[src/verilog/err_cnt_regs.svh]
`ifndef ERR_CNT_REGS_SVH
`define ERR_CNT_REGS_SVH

// Register indices; the APB byte address is four times the index
`define IDX_CFG          10'h041
`define IDX_PV_HIGH      10'h044
`define IDX_PV_LOW       10'h045
`define IDX_FS_HIGH      10'h046
`define IDX_FS_LOW       10'h047
`define IDX_EB_HIGH      10'h048
`define IDX_EB_LOW       10'h049

// Configuration field positions
`define CFG_OOS_POS       1
`define CFG_FS_REPORT_BIT 2
`define CFG_ACCUM_BIT     4
`define CFG_INTERVAL_BIT  5
`define CFG_MANUAL_BIT    6

// Writable configuration bits and reset values
`define CFG_WRITE_MASK   8'h76
`define CFG_RESET        8'h00
`define CNT_RESET        16'h0000
`define CNT_MAX          16'hFFFF
`define CNT_ONE          16'h0001

// Update intervals counted in received frames
`define FRAMES_ONE_SEC   13'h1F40
`define FRAMES_T1_SHORT  13'h014D
`define FRAMES_E1_SHORT  13'h01F4
`define FRAME_ONE        13'h0001

`endif

[src/verilog/err_cnt_pkg.sv]
package err_cnt_pkg;

   // Receive framing mode, Gray coded from D4 through ESF to E1
   typedef enum logic [1:0] {
      MODE_T1_D4  = 2'b00,
      MODE_T1_ESF = 2'b01,
      MODE_E1     = 2'b11
   } line_mode_t;

   typedef logic [15:0] count_t;
   typedef logic [7:0]  byte_t;

endpackage : err_cnt_pkg

[src/verilog/err_counters.sv]
// Operation
// - ESF: count each failed CRC6 codeword
// - D4: count each Ft bit error
// - D4 option adds Fs errors; ESF ignores it
// - T1 path count held while sync lost
// - E1: count each CRC4 block error
// - E1 path count held on FAS/CRC4 loss
// - Path count 16 bits at 44h/45h
// - T1 OOS mode: count multiframes out of sync
// - T1 F-bit mode: Ft/FPS errors, held on loss
// - E1: count FAS word errors, held on loss
// - E1: no FAS counting while searching alignment
// - Frame sync count 16 bits at 46h/47h
// - E-bit counter counts in E1 only
// - CRC4 multiframe: count each zero E-bit
// - E-bit count held on FAS/CRC4 loss
// - E-bit count 16 bits at 48h/49h
// - Counters saturate, never wrap
// - Auto update: one second or short interval
// - Manual bit rising edge latches and clears
`timescale 1ns/1ps
`default_nettype none
`include "err_cnt_regs.svh"

module err_counters
   import err_cnt_pkg::*;
(
   input  wire logic        pclk,
   input  wire logic        presetn,
   // APB slave
   input  wire logic        psel,
   input  wire logic        penable,
   input  wire logic        pwrite,
   input  wire logic [11:0] paddr,
   input  wire logic [31:0] pwdata,
   output logic [31:0]      prdata,
   output logic             pready,
   output logic             pslverr,
   // Receive framer indications, all on pclk
   input  wire logic        rx_e1_mode,
   input  wire logic        rx_esf_mode,
   input  wire logic        rx_crc4_mode,
   input  wire logic        frame_strobe,
   input  wire logic        multiframe_strobe,
   input  wire logic        receive_sync_lost,
   input  wire logic        fas_sync_lost,
   input  wire logic        crc4_sync_lost,
   input  wire logic        fas_search,
   input  wire logic        mf_search,
   input  wire logic        crc6_err,
   input  wire logic        ft_err,
   input  wire logic        fs_err,
   input  wire logic        fps_err,
   input  wire logic        crc4_err,
   input  wire logic        fas_word_err,
   input  wire logic        ebit_zero
);

   byte_t       error_counter_config_r;   // Configuration register
   byte_t       error_counter_config_nxt;
   logic        manual_prev_r;             // Manual bit as seen last cycle
   logic        pready_r;                  // Access phase completes next edge
   logic        pready_nxt;
   logic        pslverr_r;
   logic        pslverr_nxt;
   logic [31:0] prdata_r;
   logic [31:0] prdata_nxt;

   line_mode_t  mode;                      // Decoded framing mode
   logic        fs_error_report_enable;
   logic        oos_or_fbit_count_select;
   logic        accumulation_mode_select;
   logic        update_interval_select;
   logic        manual_count_latch;
   logic        manual_edge;               // Manual bit just went 0 to 1
   logic        timer_tick;                // Automatic interval boundary
   logic        latch;                     // Snapshot and restart all counters
   logic        pv_inc;                    // Path violation event
   logic        fs_inc;                    // Frame sync event
   logic        eb_inc;                    // Far-end block error event
   logic        access;                    // APB access phase in progress
   logic        done;                      // Edge at which the master samples pready
   logic        hit;                       // Address maps to a register
   count_t      path_violation_counter;
   count_t      frame_sync_error_counter;
   count_t      far_end_block_error_counter;

   // Word index match on the aligned APB address
   function automatic logic is_idx(input logic [11:0] addr, input logic [9:0] idx);
      return addr[11:2] == idx;
   endfunction : is_idx

   assign fs_error_report_enable   = error_counter_config_r[`CFG_FS_REPORT_BIT];
   assign oos_or_fbit_count_select = error_counter_config_r[`CFG_OOS_POS];
   assign accumulation_mode_select = error_counter_config_r[`CFG_ACCUM_BIT];
   assign update_interval_select   = error_counter_config_r[`CFG_INTERVAL_BIT];
   assign manual_count_latch       = error_counter_config_r[`CFG_MANUAL_BIT];

   // Framing mode from the framer's two mode lines
   always_comb begin
      if (rx_e1_mode) begin
         mode = MODE_E1;
      end else if (rx_esf_mode) begin
         mode = MODE_T1_ESF;
      end else begin
         mode = MODE_T1_D4;
      end
   end

   // Event qualification per mode; the hold conditions gate the strobes directly
   always_comb begin
      pv_inc = 1'b0;
      fs_inc = 1'b0;
      eb_inc = 1'b0;
      unique case (mode)
         MODE_T1_D4: begin
            // Fs errors only when reporting is enabled
            pv_inc = !receive_sync_lost
                     && (ft_err || (fs_error_report_enable && fs_err));
            if (oos_or_fbit_count_select) begin
               fs_inc = multiframe_strobe && receive_sync_lost;
            end else begin
               fs_inc = !receive_sync_lost && ft_err;
            end
         end
         MODE_T1_ESF: begin
            // The Fs option has no meaning here
            pv_inc = !receive_sync_lost && crc6_err;
            if (oos_or_fbit_count_select) begin
               fs_inc = multiframe_strobe && receive_sync_lost;
            end else begin
               fs_inc = !receive_sync_lost && fps_err;
            end
         end
         MODE_E1: begin
            // CAS multiframe loss alone does not stop path or E-bit counting
            pv_inc = !fas_sync_lost && !crc4_sync_lost && crc4_err;
            fs_inc = !receive_sync_lost && !fas_search && !mf_search
                     && fas_word_err;
            eb_inc = rx_crc4_mode && !fas_sync_lost && !crc4_sync_lost
                     && ebit_zero;
         end
         default: begin
            pv_inc = 1'b0;
         end
      endcase
   end

   // Latch source: timer in automatic mode, rising manual bit otherwise
   assign manual_edge = manual_count_latch && !manual_prev_r;
   assign latch = accumulation_mode_select ? manual_edge : timer_tick;

   update_timer u_timer (
      .pclk           (pclk),
      .presetn        (presetn),
      .frame_strobe   (frame_strobe),
      .e1_mode        (rx_e1_mode),
      .short_interval (update_interval_select),
      .tick_r         (timer_tick)
   );

   sat_counter u_pv (
      .pclk    (pclk),
      .presetn (presetn),
      .inc     (pv_inc),
      .latch   (latch),
      .held_r  (path_violation_counter)
   );

   sat_counter u_fs (
      .pclk    (pclk),
      .presetn (presetn),
      .inc     (fs_inc),
      .latch   (latch),
      .held_r  (frame_sync_error_counter)
   );

   sat_counter u_eb (
      .pclk    (pclk),
      .presetn (presetn),
      .inc     (eb_inc),
      .latch   (latch),
      .held_r  (far_end_block_error_counter)
   );

   // APB decode: one wait state, then pready for a single cycle
   assign access = psel && penable;
   assign done   = access && pready_r;
   assign hit    = is_idx(paddr, `IDX_CFG)
                || is_idx(paddr, `IDX_PV_HIGH) || is_idx(paddr, `IDX_PV_LOW)
                || is_idx(paddr, `IDX_FS_HIGH) || is_idx(paddr, `IDX_FS_LOW)
                || is_idx(paddr, `IDX_EB_HIGH) || is_idx(paddr, `IDX_EB_LOW);

   // Bus answer and register write
   always_comb begin
      pready_nxt               = access && !pready_r;
      pslverr_nxt              = access && !pready_r && !hit;
      prdata_nxt               = 32'h0000_0000;
      error_counter_config_nxt = error_counter_config_r;
      // Only the configuration is writable; count writes fall on the floor
      if (done && pwrite && is_idx(paddr, `IDX_CFG)) begin
         error_counter_config_nxt = pwdata[7:0] & `CFG_WRITE_MASK;
      end
      if (access && !pready_r && !pwrite) begin
         if (is_idx(paddr, `IDX_CFG)) begin
            prdata_nxt[7:0] = error_counter_config_r;
         end else if (is_idx(paddr, `IDX_PV_HIGH)) begin
            prdata_nxt[7:0] = path_violation_counter[15:8];
         end else if (is_idx(paddr, `IDX_PV_LOW)) begin
            prdata_nxt[7:0] = path_violation_counter[7:0];
         end else if (is_idx(paddr, `IDX_FS_HIGH)) begin
            prdata_nxt[7:0] = frame_sync_error_counter[15:8];
         end else if (is_idx(paddr, `IDX_FS_LOW)) begin
            prdata_nxt[7:0] = frame_sync_error_counter[7:0];
         end else if (is_idx(paddr, `IDX_EB_HIGH)) begin
            prdata_nxt[7:0] = far_end_block_error_counter[15:8];
         end else if (is_idx(paddr, `IDX_EB_LOW)) begin
            prdata_nxt[7:0] = far_end_block_error_counter[7:0];
         end else begin
            prdata_nxt = 32'h0000_0000;
         end
      end
   end

   // Bus and configuration registers
   always_ff @(posedge pclk or negedge presetn) begin
      if (!presetn) begin
         error_counter_config_r <= `CFG_RESET;
         manual_prev_r          <= 1'b0;
         pready_r               <= 1'b0;
         pslverr_r              <= 1'b0;
         prdata_r               <= 32'h0000_0000;
      end else begin
         error_counter_config_r <= error_counter_config_nxt;
         manual_prev_r          <= manual_count_latch;
         pready_r               <= pready_nxt;
         pslverr_r              <= pslverr_nxt;
         prdata_r               <= prdata_nxt;
      end
   end

   assign prdata  = prdata_r;
   assign pready  = pready_r;
   assign pslverr = pslverr_r;

   a_pv_esf_crc6: assert property (@(posedge pclk) disable iff (!presetn)
      mode == MODE_T1_ESF && crc6_err && !receive_sync_lost |-> pv_inc)
      else $error("ESF CRC6 error not counted");

   a_pv_d4_ft: assert property (@(posedge pclk) disable iff (!presetn)
      mode == MODE_T1_D4 && ft_err && !receive_sync_lost |-> pv_inc)
      else $error("D4 Ft error not counted");

   a_pv_fs_option: assert property (@(posedge pclk) disable iff (!presetn)
      mode == MODE_T1_D4 && fs_err && !ft_err && !receive_sync_lost
      |-> pv_inc == fs_error_report_enable)
      else $error("Fs reporting option misapplied");

   a_pv_t1_hold: assert property (@(posedge pclk) disable iff (!presetn)
      !rx_e1_mode && receive_sync_lost |-> !pv_inc)
      else $error("T1 path count moved during sync loss");

   a_pv_e1_crc4: assert property (@(posedge pclk) disable iff (!presetn)
      rx_e1_mode && crc4_err |-> pv_inc == (!fas_sync_lost && !crc4_sync_lost))
      else $error("E1 CRC4 counting wrong");

   a_fs_oos_count: assert property (@(posedge pclk) disable iff (!presetn)
      !rx_e1_mode && oos_or_fbit_count_select
      |-> fs_inc == (multiframe_strobe && receive_sync_lost))
      else $error("out-of-sync multiframe count wrong");

   a_fs_fbit_hold: assert property (@(posedge pclk) disable iff (!presetn)
      !rx_e1_mode && !oos_or_fbit_count_select && receive_sync_lost |-> !fs_inc)
      else $error("F-bit count moved during sync loss");

   a_fs_e1_search: assert property (@(posedge pclk) disable iff (!presetn)
      rx_e1_mode && (receive_sync_lost || fas_search || mf_search) |-> !fs_inc)
      else $error("FAS error counted while searching");

   a_eb_e1_only: assert property (@(posedge pclk) disable iff (!presetn)
      !rx_e1_mode |-> !eb_inc)
      else $error("E-bit counted in T1 mode");

   a_eb_count: assert property (@(posedge pclk) disable iff (!presetn)
      rx_e1_mode && rx_crc4_mode && ebit_zero
      |-> eb_inc == (!fas_sync_lost && !crc4_sync_lost))
      else $error("E-bit counting wrong");

   a_manual_latch: assert property (@(posedge pclk) disable iff (!presetn)
      accumulation_mode_select && manual_count_latch && !manual_prev_r |-> latch
      ##1 !latch)
      else $error("manual update did not latch exactly once");

   a_read_pv_high: assert property (@(posedge pclk) disable iff (!presetn)
      access && !pready_r && !pwrite && is_idx(paddr, `IDX_PV_HIGH)
      |=> pready && prdata == {24'h00_0000, $past(path_violation_counter[15:8])})
      else $error("path count high byte misread");

   a_count_write_ignored: assert property (@(posedge pclk) disable iff (!presetn)
      done && pwrite && !is_idx(paddr, `IDX_CFG) |=> $stable(error_counter_config_r))
      else $error("write to a count register changed configuration");

   // Mode gating, update source, bus read and refusal; a slip here corrupts counts silently
   a_eb_needs_crc4: assert property (@(posedge pclk) disable iff (!presetn)
      rx_e1_mode && !rx_crc4_mode |-> !eb_inc)
      else $error("E-bit counted without CRC4 multiframe");

   a_fs_e1_count: assert property (@(posedge pclk) disable iff (!presetn)
      rx_e1_mode && fas_word_err && !receive_sync_lost && !fas_search && !mf_search
      |-> fs_inc)
      else $error("E1 FAS word error not counted");

   a_auto_latch_tick: assert property (@(posedge pclk) disable iff (!presetn)
      !accumulation_mode_select |-> latch == timer_tick)
      else $error("automatic update not driven by the timer");

   a_manual_only_edge: assert property (@(posedge pclk) disable iff (!presetn)
      accumulation_mode_select && !(manual_count_latch && !manual_prev_r)
      |-> !latch)
      else $error("manual mode latched without a rising edge");

   a_read_eb_low: assert property (@(posedge pclk) disable iff (!presetn)
      access && !pready_r && !pwrite && is_idx(paddr, `IDX_EB_LOW)
      |=> pready && prdata == {24'h00_0000, $past(far_end_block_error_counter[7:0])})
      else $error("E-bit count low byte misread");

   a_unmapped_error: assert property (@(posedge pclk) disable iff (!presetn)
      access && !pready_r && !hit |=> pready && pslverr && prdata == 32'h0000_0000)
      else $error("unmapped access not refused");

   c_manual_latch: cover property (@(posedge pclk) disable iff (!presetn)
      accumulation_mode_select && manual_edge);

   c_auto_latch: cover property (@(posedge pclk) disable iff (!presetn)
      !accumulation_mode_select && timer_tick);

   c_e1_ebit: cover property (@(posedge pclk) disable iff (!presetn) eb_inc);

   c_read_done: cover property (@(posedge pclk) disable iff (!presetn) done && !pwrite);

   c_t1_oos_count: cover property (@(posedge pclk) disable iff (!presetn)
      !rx_e1_mode && fs_inc && receive_sync_lost);

endmodule : err_counters

`default_nettype wire

[src/verilog/sat_counter.sv]
`timescale 1ns/1ps
`default_nettype none
`include "err_cnt_regs.svh"

module sat_counter
   import err_cnt_pkg::*;
(
   input  wire logic pclk,
   input  wire logic presetn,
   input  wire logic inc,
   input  wire logic latch,
   output count_t    held_r
);

   count_t live_r;   // Running count of the current interval
   count_t live_nxt;
   count_t held_nxt; // Readable snapshot

   // Saturating increment; the count must never wrap to zero
   function automatic count_t sat_inc(input count_t v);
      return (v == `CNT_MAX) ? v : count_t'(v + `CNT_ONE);
   endfunction : sat_inc

   // Latch copies and restarts; an event in the latch cycle opens the new interval
   always_comb begin
      live_nxt = live_r;
      held_nxt = held_r;
      if (latch) begin
         held_nxt = live_r;
         live_nxt = inc ? `CNT_ONE : `CNT_RESET;
      end else if (inc) begin
         live_nxt = sat_inc(live_r);
      end
   end

   // State registers
   always_ff @(posedge pclk or negedge presetn) begin
      if (!presetn) begin
         live_r <= `CNT_RESET;
         held_r <= `CNT_RESET;
      end else begin
         live_r <= live_nxt;
         held_r <= held_nxt;
      end
   end

   a_sat_no_wrap: assert property (@(posedge pclk) disable iff (!presetn)
      (live_r == `CNT_MAX) && inc && !latch |=> live_r == `CNT_MAX)
      else $error("counter wrapped past its maximum");

   a_latch_copy: assert property (@(posedge pclk) disable iff (!presetn)
      latch |=> held_r == $past(live_r) && live_r == ($past(inc) ? `CNT_ONE : `CNT_RESET))
      else $error("latch did not copy and restart");

endmodule : sat_counter

`default_nettype wire

[src/verilog/update_timer.sv]
`timescale 1ns/1ps
`default_nettype none
`include "err_cnt_regs.svh"

module update_timer (
   input  wire logic pclk,
   input  wire logic presetn,
   input  wire logic frame_strobe,
   input  wire logic e1_mode,
   input  wire logic short_interval,
   output logic      tick_r
);

   logic [12:0] frame_cnt_r;  // Frames seen in this interval
   logic [12:0] frame_cnt_nxt;
   logic [12:0] period;       // Interval length in frames
   logic        tick_nxt;

   // Interval length; a change of setting takes hold at the next wrap or sooner
   always_comb begin
      if (!short_interval) begin
         period = `FRAMES_ONE_SEC;
      end else if (e1_mode) begin
         period = `FRAMES_E1_SHORT;
      end else begin
         period = `FRAMES_T1_SHORT;
      end
      frame_cnt_nxt = frame_cnt_r;
      tick_nxt      = 1'b0;
      if (frame_strobe) begin
         // >= so that shortening the interval never strands the count
         if (frame_cnt_r >= 13'(period - `FRAME_ONE)) begin
            frame_cnt_nxt = 13'h0000;
            tick_nxt      = 1'b1;
         end else begin
            frame_cnt_nxt = 13'(frame_cnt_r + `FRAME_ONE);
         end
      end
   end

   // State registers
   always_ff @(posedge pclk or negedge presetn) begin
      if (!presetn) begin
         frame_cnt_r <= 13'h0000;
         tick_r      <= 1'b0;
      end else begin
         frame_cnt_r <= frame_cnt_nxt;
         tick_r      <= tick_nxt;
      end
   end

   a_tick_on_frame: assert property (@(posedge pclk) disable iff (!presetn)
      tick_r |-> $past(frame_strobe) && frame_cnt_r == 13'h0000)
      else $error("update tick without a frame boundary");

endmodule : update_timer

`default_nettype wire

[config.mk]
export PLATFORM = sky130hd
export DESIGN_NAME = err_counters
export DESIGN_NICKNAME = d
export VERILOG_FILES = /design/src/verilog/err_cnt_pkg.sv /design/src/verilog/err_counters.sv /design/src/verilog/sat_counter.sv /design/src/verilog/update_timer.sv
export VERILOG_INCLUDE_DIRS = /design/src /design/src/verilog
export SDC_FILE = /design/constraint.sdc
export NUM_CORES = 1
export LEC_CHECK = 0
export BUFFER_PORTS_ARGS = -buffer_cell sky130_fd_sc_hd__clkbuf_2
export CORE_ASPECT_RATIO = 0.5
export CORE_UTILIZATION = 55
export CTS_CLUSTER_DIAMETER = 150
export DETAILED_ROUTE_END_ITERATION = 10
export PLACE_DENSITY = 0.83
export SYNTH_ARGS = -nofsm -noshare
export SYNTH_HDL_FRONTEND = slang
export SYNTH_HIERARCHICAL = 1
export SYNTH_SLANG_ARGS = --single-unit
[constraint.sdc]
create_clock -name pclk -period 2.8 [get_ports pclk]
set_clock_uncertainty 0.2 [all_clocks]
set_input_delay 0.7 -clock pclk [delete_from_list [all_inputs] [get_ports pclk]]
set_output_delay 0.7 -clock pclk [all_outputs]
set_load 0.03 [all_outputs]
==> flow_metrics.tcl <==
set metrics [dict create \
    avgViaCountPerCell 6.24 \
    routed_wl_um 17300 \
    holdWs_ps 139 \
    grt_pass1_wl_um 28900 \
    critical_path_arrival_ps 2680 \
    dieHeight_um 83.4 \
    antenna_found_initial 0 \
    synth_top_area_cell "dfrtp_1" \
    grt_start_max_net_pins 127 \
    wl_per_cell_um 18.1 \
    final-hold-violation-count 0 \
    relSlewSlack_pct 51.3 \
    ir_drop_mv 0.419 \
    synthTopCellsByCount "dfrtp_1, mux2_2, nand2_1" \
    wl_met2_um 8560 \
    cts.sinks 126 \
    setup_viol 0 \
    async_reset_ff_share_pct 100 \
    synth.most_common_cell "dfrtp_1" \
    fmax_ghz 0.392 \
    synth_seq_cells 126 \
    core_area_um2 12800 \
    start_kind "flip-flop" \
    gp_congestion 0.893 \
    drive_gt1_share_pct 27.5 \
    maxCapViolCount 0 \
    critPathRequiredTime_ps 2930 \
    worst-path-buf-inv 2 \
    synth_area_um2 7280 \
    syn-instance-count 714 \
    critPathCaptureType "flip-flop" \
    num_vias 5979 \
    tightest_slew_ps 730 \
    worst_path_max_delay_cell "dfrtp_1" \
    dp_hpwl_um 11500 \
    p_per_area_nw_per_um2 634 \
    grt.overflow.total 0 \
    port_buffers 46 \
    yosysTopAreaCellShare_pct 43.3 \
    io_pins 100 \
    drt_iter0_drc 466 \
    syn2layout_area_growth_pct 15.5 \
    synth_edf_count 0 \
    dieWidth_um 165 \
    worstPathCellList "nand2_1 > inv_1 > ha_1 > a21o_1 > a21oi_1 > o21a_1 > o21ai_1 > buf_4 > a21oi_1" \
    cpMostUsedCell "a21oi_1" \
    postCtsResizedCells 0 \
    maxSlewViolCount 0 \
    die-area_um2 13700 \
    cts_inserted_buffers 17 \
    antennaDiodeCount 0 \
    post-cts-setup-buffers 0 \
    htree_levels 4 \
    drc_errors 0 \
    first_pass_iters 5 \
    yosys-top-cells-area "dfrtp_1, mux2_2, nand2_1, ha_1, buf_4" \
    placed_cell_area_um2 7850 \
    start_util_pct 57.0 \
    synth_area_per_cell_um2 10.2 \
    cts.clk_slew.worst_paths_ps 60 \
    stdcell_area_um2 8410 \
    synthFlopType "dfrtp_1" \
    max_stage_delay_ps 610 \
    fin_crit_sh_pct 91.0 \
    nNetsFinal 857 \
    outcome "finished clean" \
    ant_nets 0 \
    rsz0062_at_grt "no" \
    yosysWarnings 6 \
    fin_crit_ps 2550 \
    synth_seq_area_share_pct 43.3 \
    ys_types 74 \
    routed.top_layer "met4" \
    min_path_type "input port to asynchronous set/reset pin" \
    clk_latency_ps 410 \
    cts_root_buffer "clkbuf_16" \
    cts_tree "done" \
    grt_use_total_pct 26.9 \
    p_leak_nw 3.94 \
    grt_pass1_vias 5821 \
    wirelength_met1_um 7360 \
    ctsLongestPathBuffers 2 \
    critPathTopFamily "compound AO/OA/AOI/OAI gates" \
    path_max_fanout 10 \
    row_count 29 \
    met3_length_um 951 \
    hold_buffers 0 \
    path_class "flip-flop to flip-flop" \
]
==> metal layers <==
layer / global-route usage (%) / up-vias
li1: - / 2718
met1: 35.2 / 2980
met2: 43.4 / 240
met3: 4.70 / 41
met4: 12.5 / 0
met5: 0 / -
==> sequential cells by signal (all words and copies together), names as in the netlist <==
| signal | cells |
|---|---|
| u_fs/held_r | 16 |
| pready | 1 |
| u_pv/held_r | 16 |
| prdata | 8 |
| u_pv/live_r | 16 |
| u_eb/held_r | 16 |
| u_timer/tick_r | 1 |
| error_counter_config_r | 5 |
| u_eb/live_r | 16 |
| pslverr | 1 |
| manual_prev_r | 1 |
| u_fs/live_r | 16 |
| u_timer/frame_cnt_r | 13 |
==> power by group <==
| group | leakage (nW) | internal [mW] | switching, mW |
|---|---|---|---|
| logic | 1.99 | 0.389 | 0.479 |
| clock network | 0.268 | 1.27 | 0.852 |
| registers | 1.69 | 2.00 | 0.344 |
==> cells in the final DEF (no fill, tap or decap), drive strengths merged, types with 4 or more instances in the layout <==
| cell | count |
|---|---|
| and4 | 4 |
| conb | 24 |
| nor3 | 17 |
| or3 | 7 |
| nor2 | 50 |
| nor3b | 5 |
| o221ai | 4 |
| xor2 | 6 |
| xnor2 | 4 |
| nand4 | 23 |
| clkbuf | 64 |
| buf | 28 |
| inv | 25 |
| nor4b | 5 |
| a21oi | 38 |
| nor2b | 21 |
| a211oi | 14 |
| nor4 | 5 |
| mux2 | 79 |
| o311ai | 6 |
| dfrtp | 126 |
| nand3 | 26 |
| a211o | 7 |
| nand2 | 55 |
| o22ai | 5 |
| clkinv | 5 |
| clkinvlp | 5 |
| nand2b | 16 |
| ha | 16 |
| a311oi | 4 |
| o21ai | 15 |
| mux2i | 8 |
| and3 | 10 |
| and2 | 5 |
| o31ai | 7 |
==> stage by stage <==
step,util [%],TNS [ps],setup slack (ps),std cells,power (mW)
4_1_cts,65.9,0,294,958,5.35
3_5_place_dp,61.4,-185,-67.5,926,3.21
2_1_floorplan,-,0,135,737,2.93
6_report,65.9,0,251,958,5.33
3_3_place_gp,61.4,-203,-86.1,926,3.14
5_1_grt,65.9,0,135,958,5.59
==> final cells by class <==
cell class / instances / area [µm²]
clock buffers: 19 / 453
multi-input cells: 534 / 3880
fillers: 933 / 4360
repair buffers: 73 / 510
flip-flops and latches: 126 / 3150
inverters: 23 / 86.3
clock inverters: 13 / 114
well taps: 170 / 213
==> worst reg2reg max path, cell delays in order (launching register included) <==
cell     delay, ps
dfrtp_1        610
nand2_1        190
inv_1          120
ha_1           250
a21o_1         170
a21oi_1        180
o21a_1         210
o21ai_1        160
buf_4          230
a21oi_1        160
==> logic make-up after synthesis <==
family                   after synthesis  synth area share [%]
AND/OR/NAND/NOR                      260                  20.7
AO/OA/AOI/OAI                        137                  13.3
flip-flops                           126                  43.3
multiplexers                          87                  13.3
buffers and inverters                 77                  5.34
adder cells (fa/ha/maj)               16                  2.75
XOR/XNOR                              10                  1.20
other                                  1                0.0515
==> path summary, 6_finish.rpt <==
kind                                                 from                endpoint  slack, ps  cells past startpoint
worst max-delay path            error_counter_config_r[5]  u_timer/frame_cnt_r[9]        250                      9
min in group pclk               error_counter_config_r[6]           manual_prev_r        260                      0
worst max register to register  error_counter_config_r[5]  u_timer/frame_cnt_r[9]        250                      9
worst min register to register  error_counter_config_r[6]           manual_prev_r        260                      0
worst min-delay path                              presetn          u_fs/live_r[0]        140                      2
max in group asynchronous                         presetn         u_fs/held_r[14]       1680                      2
No activity file was read; power rests on OpenSTA's default activity.
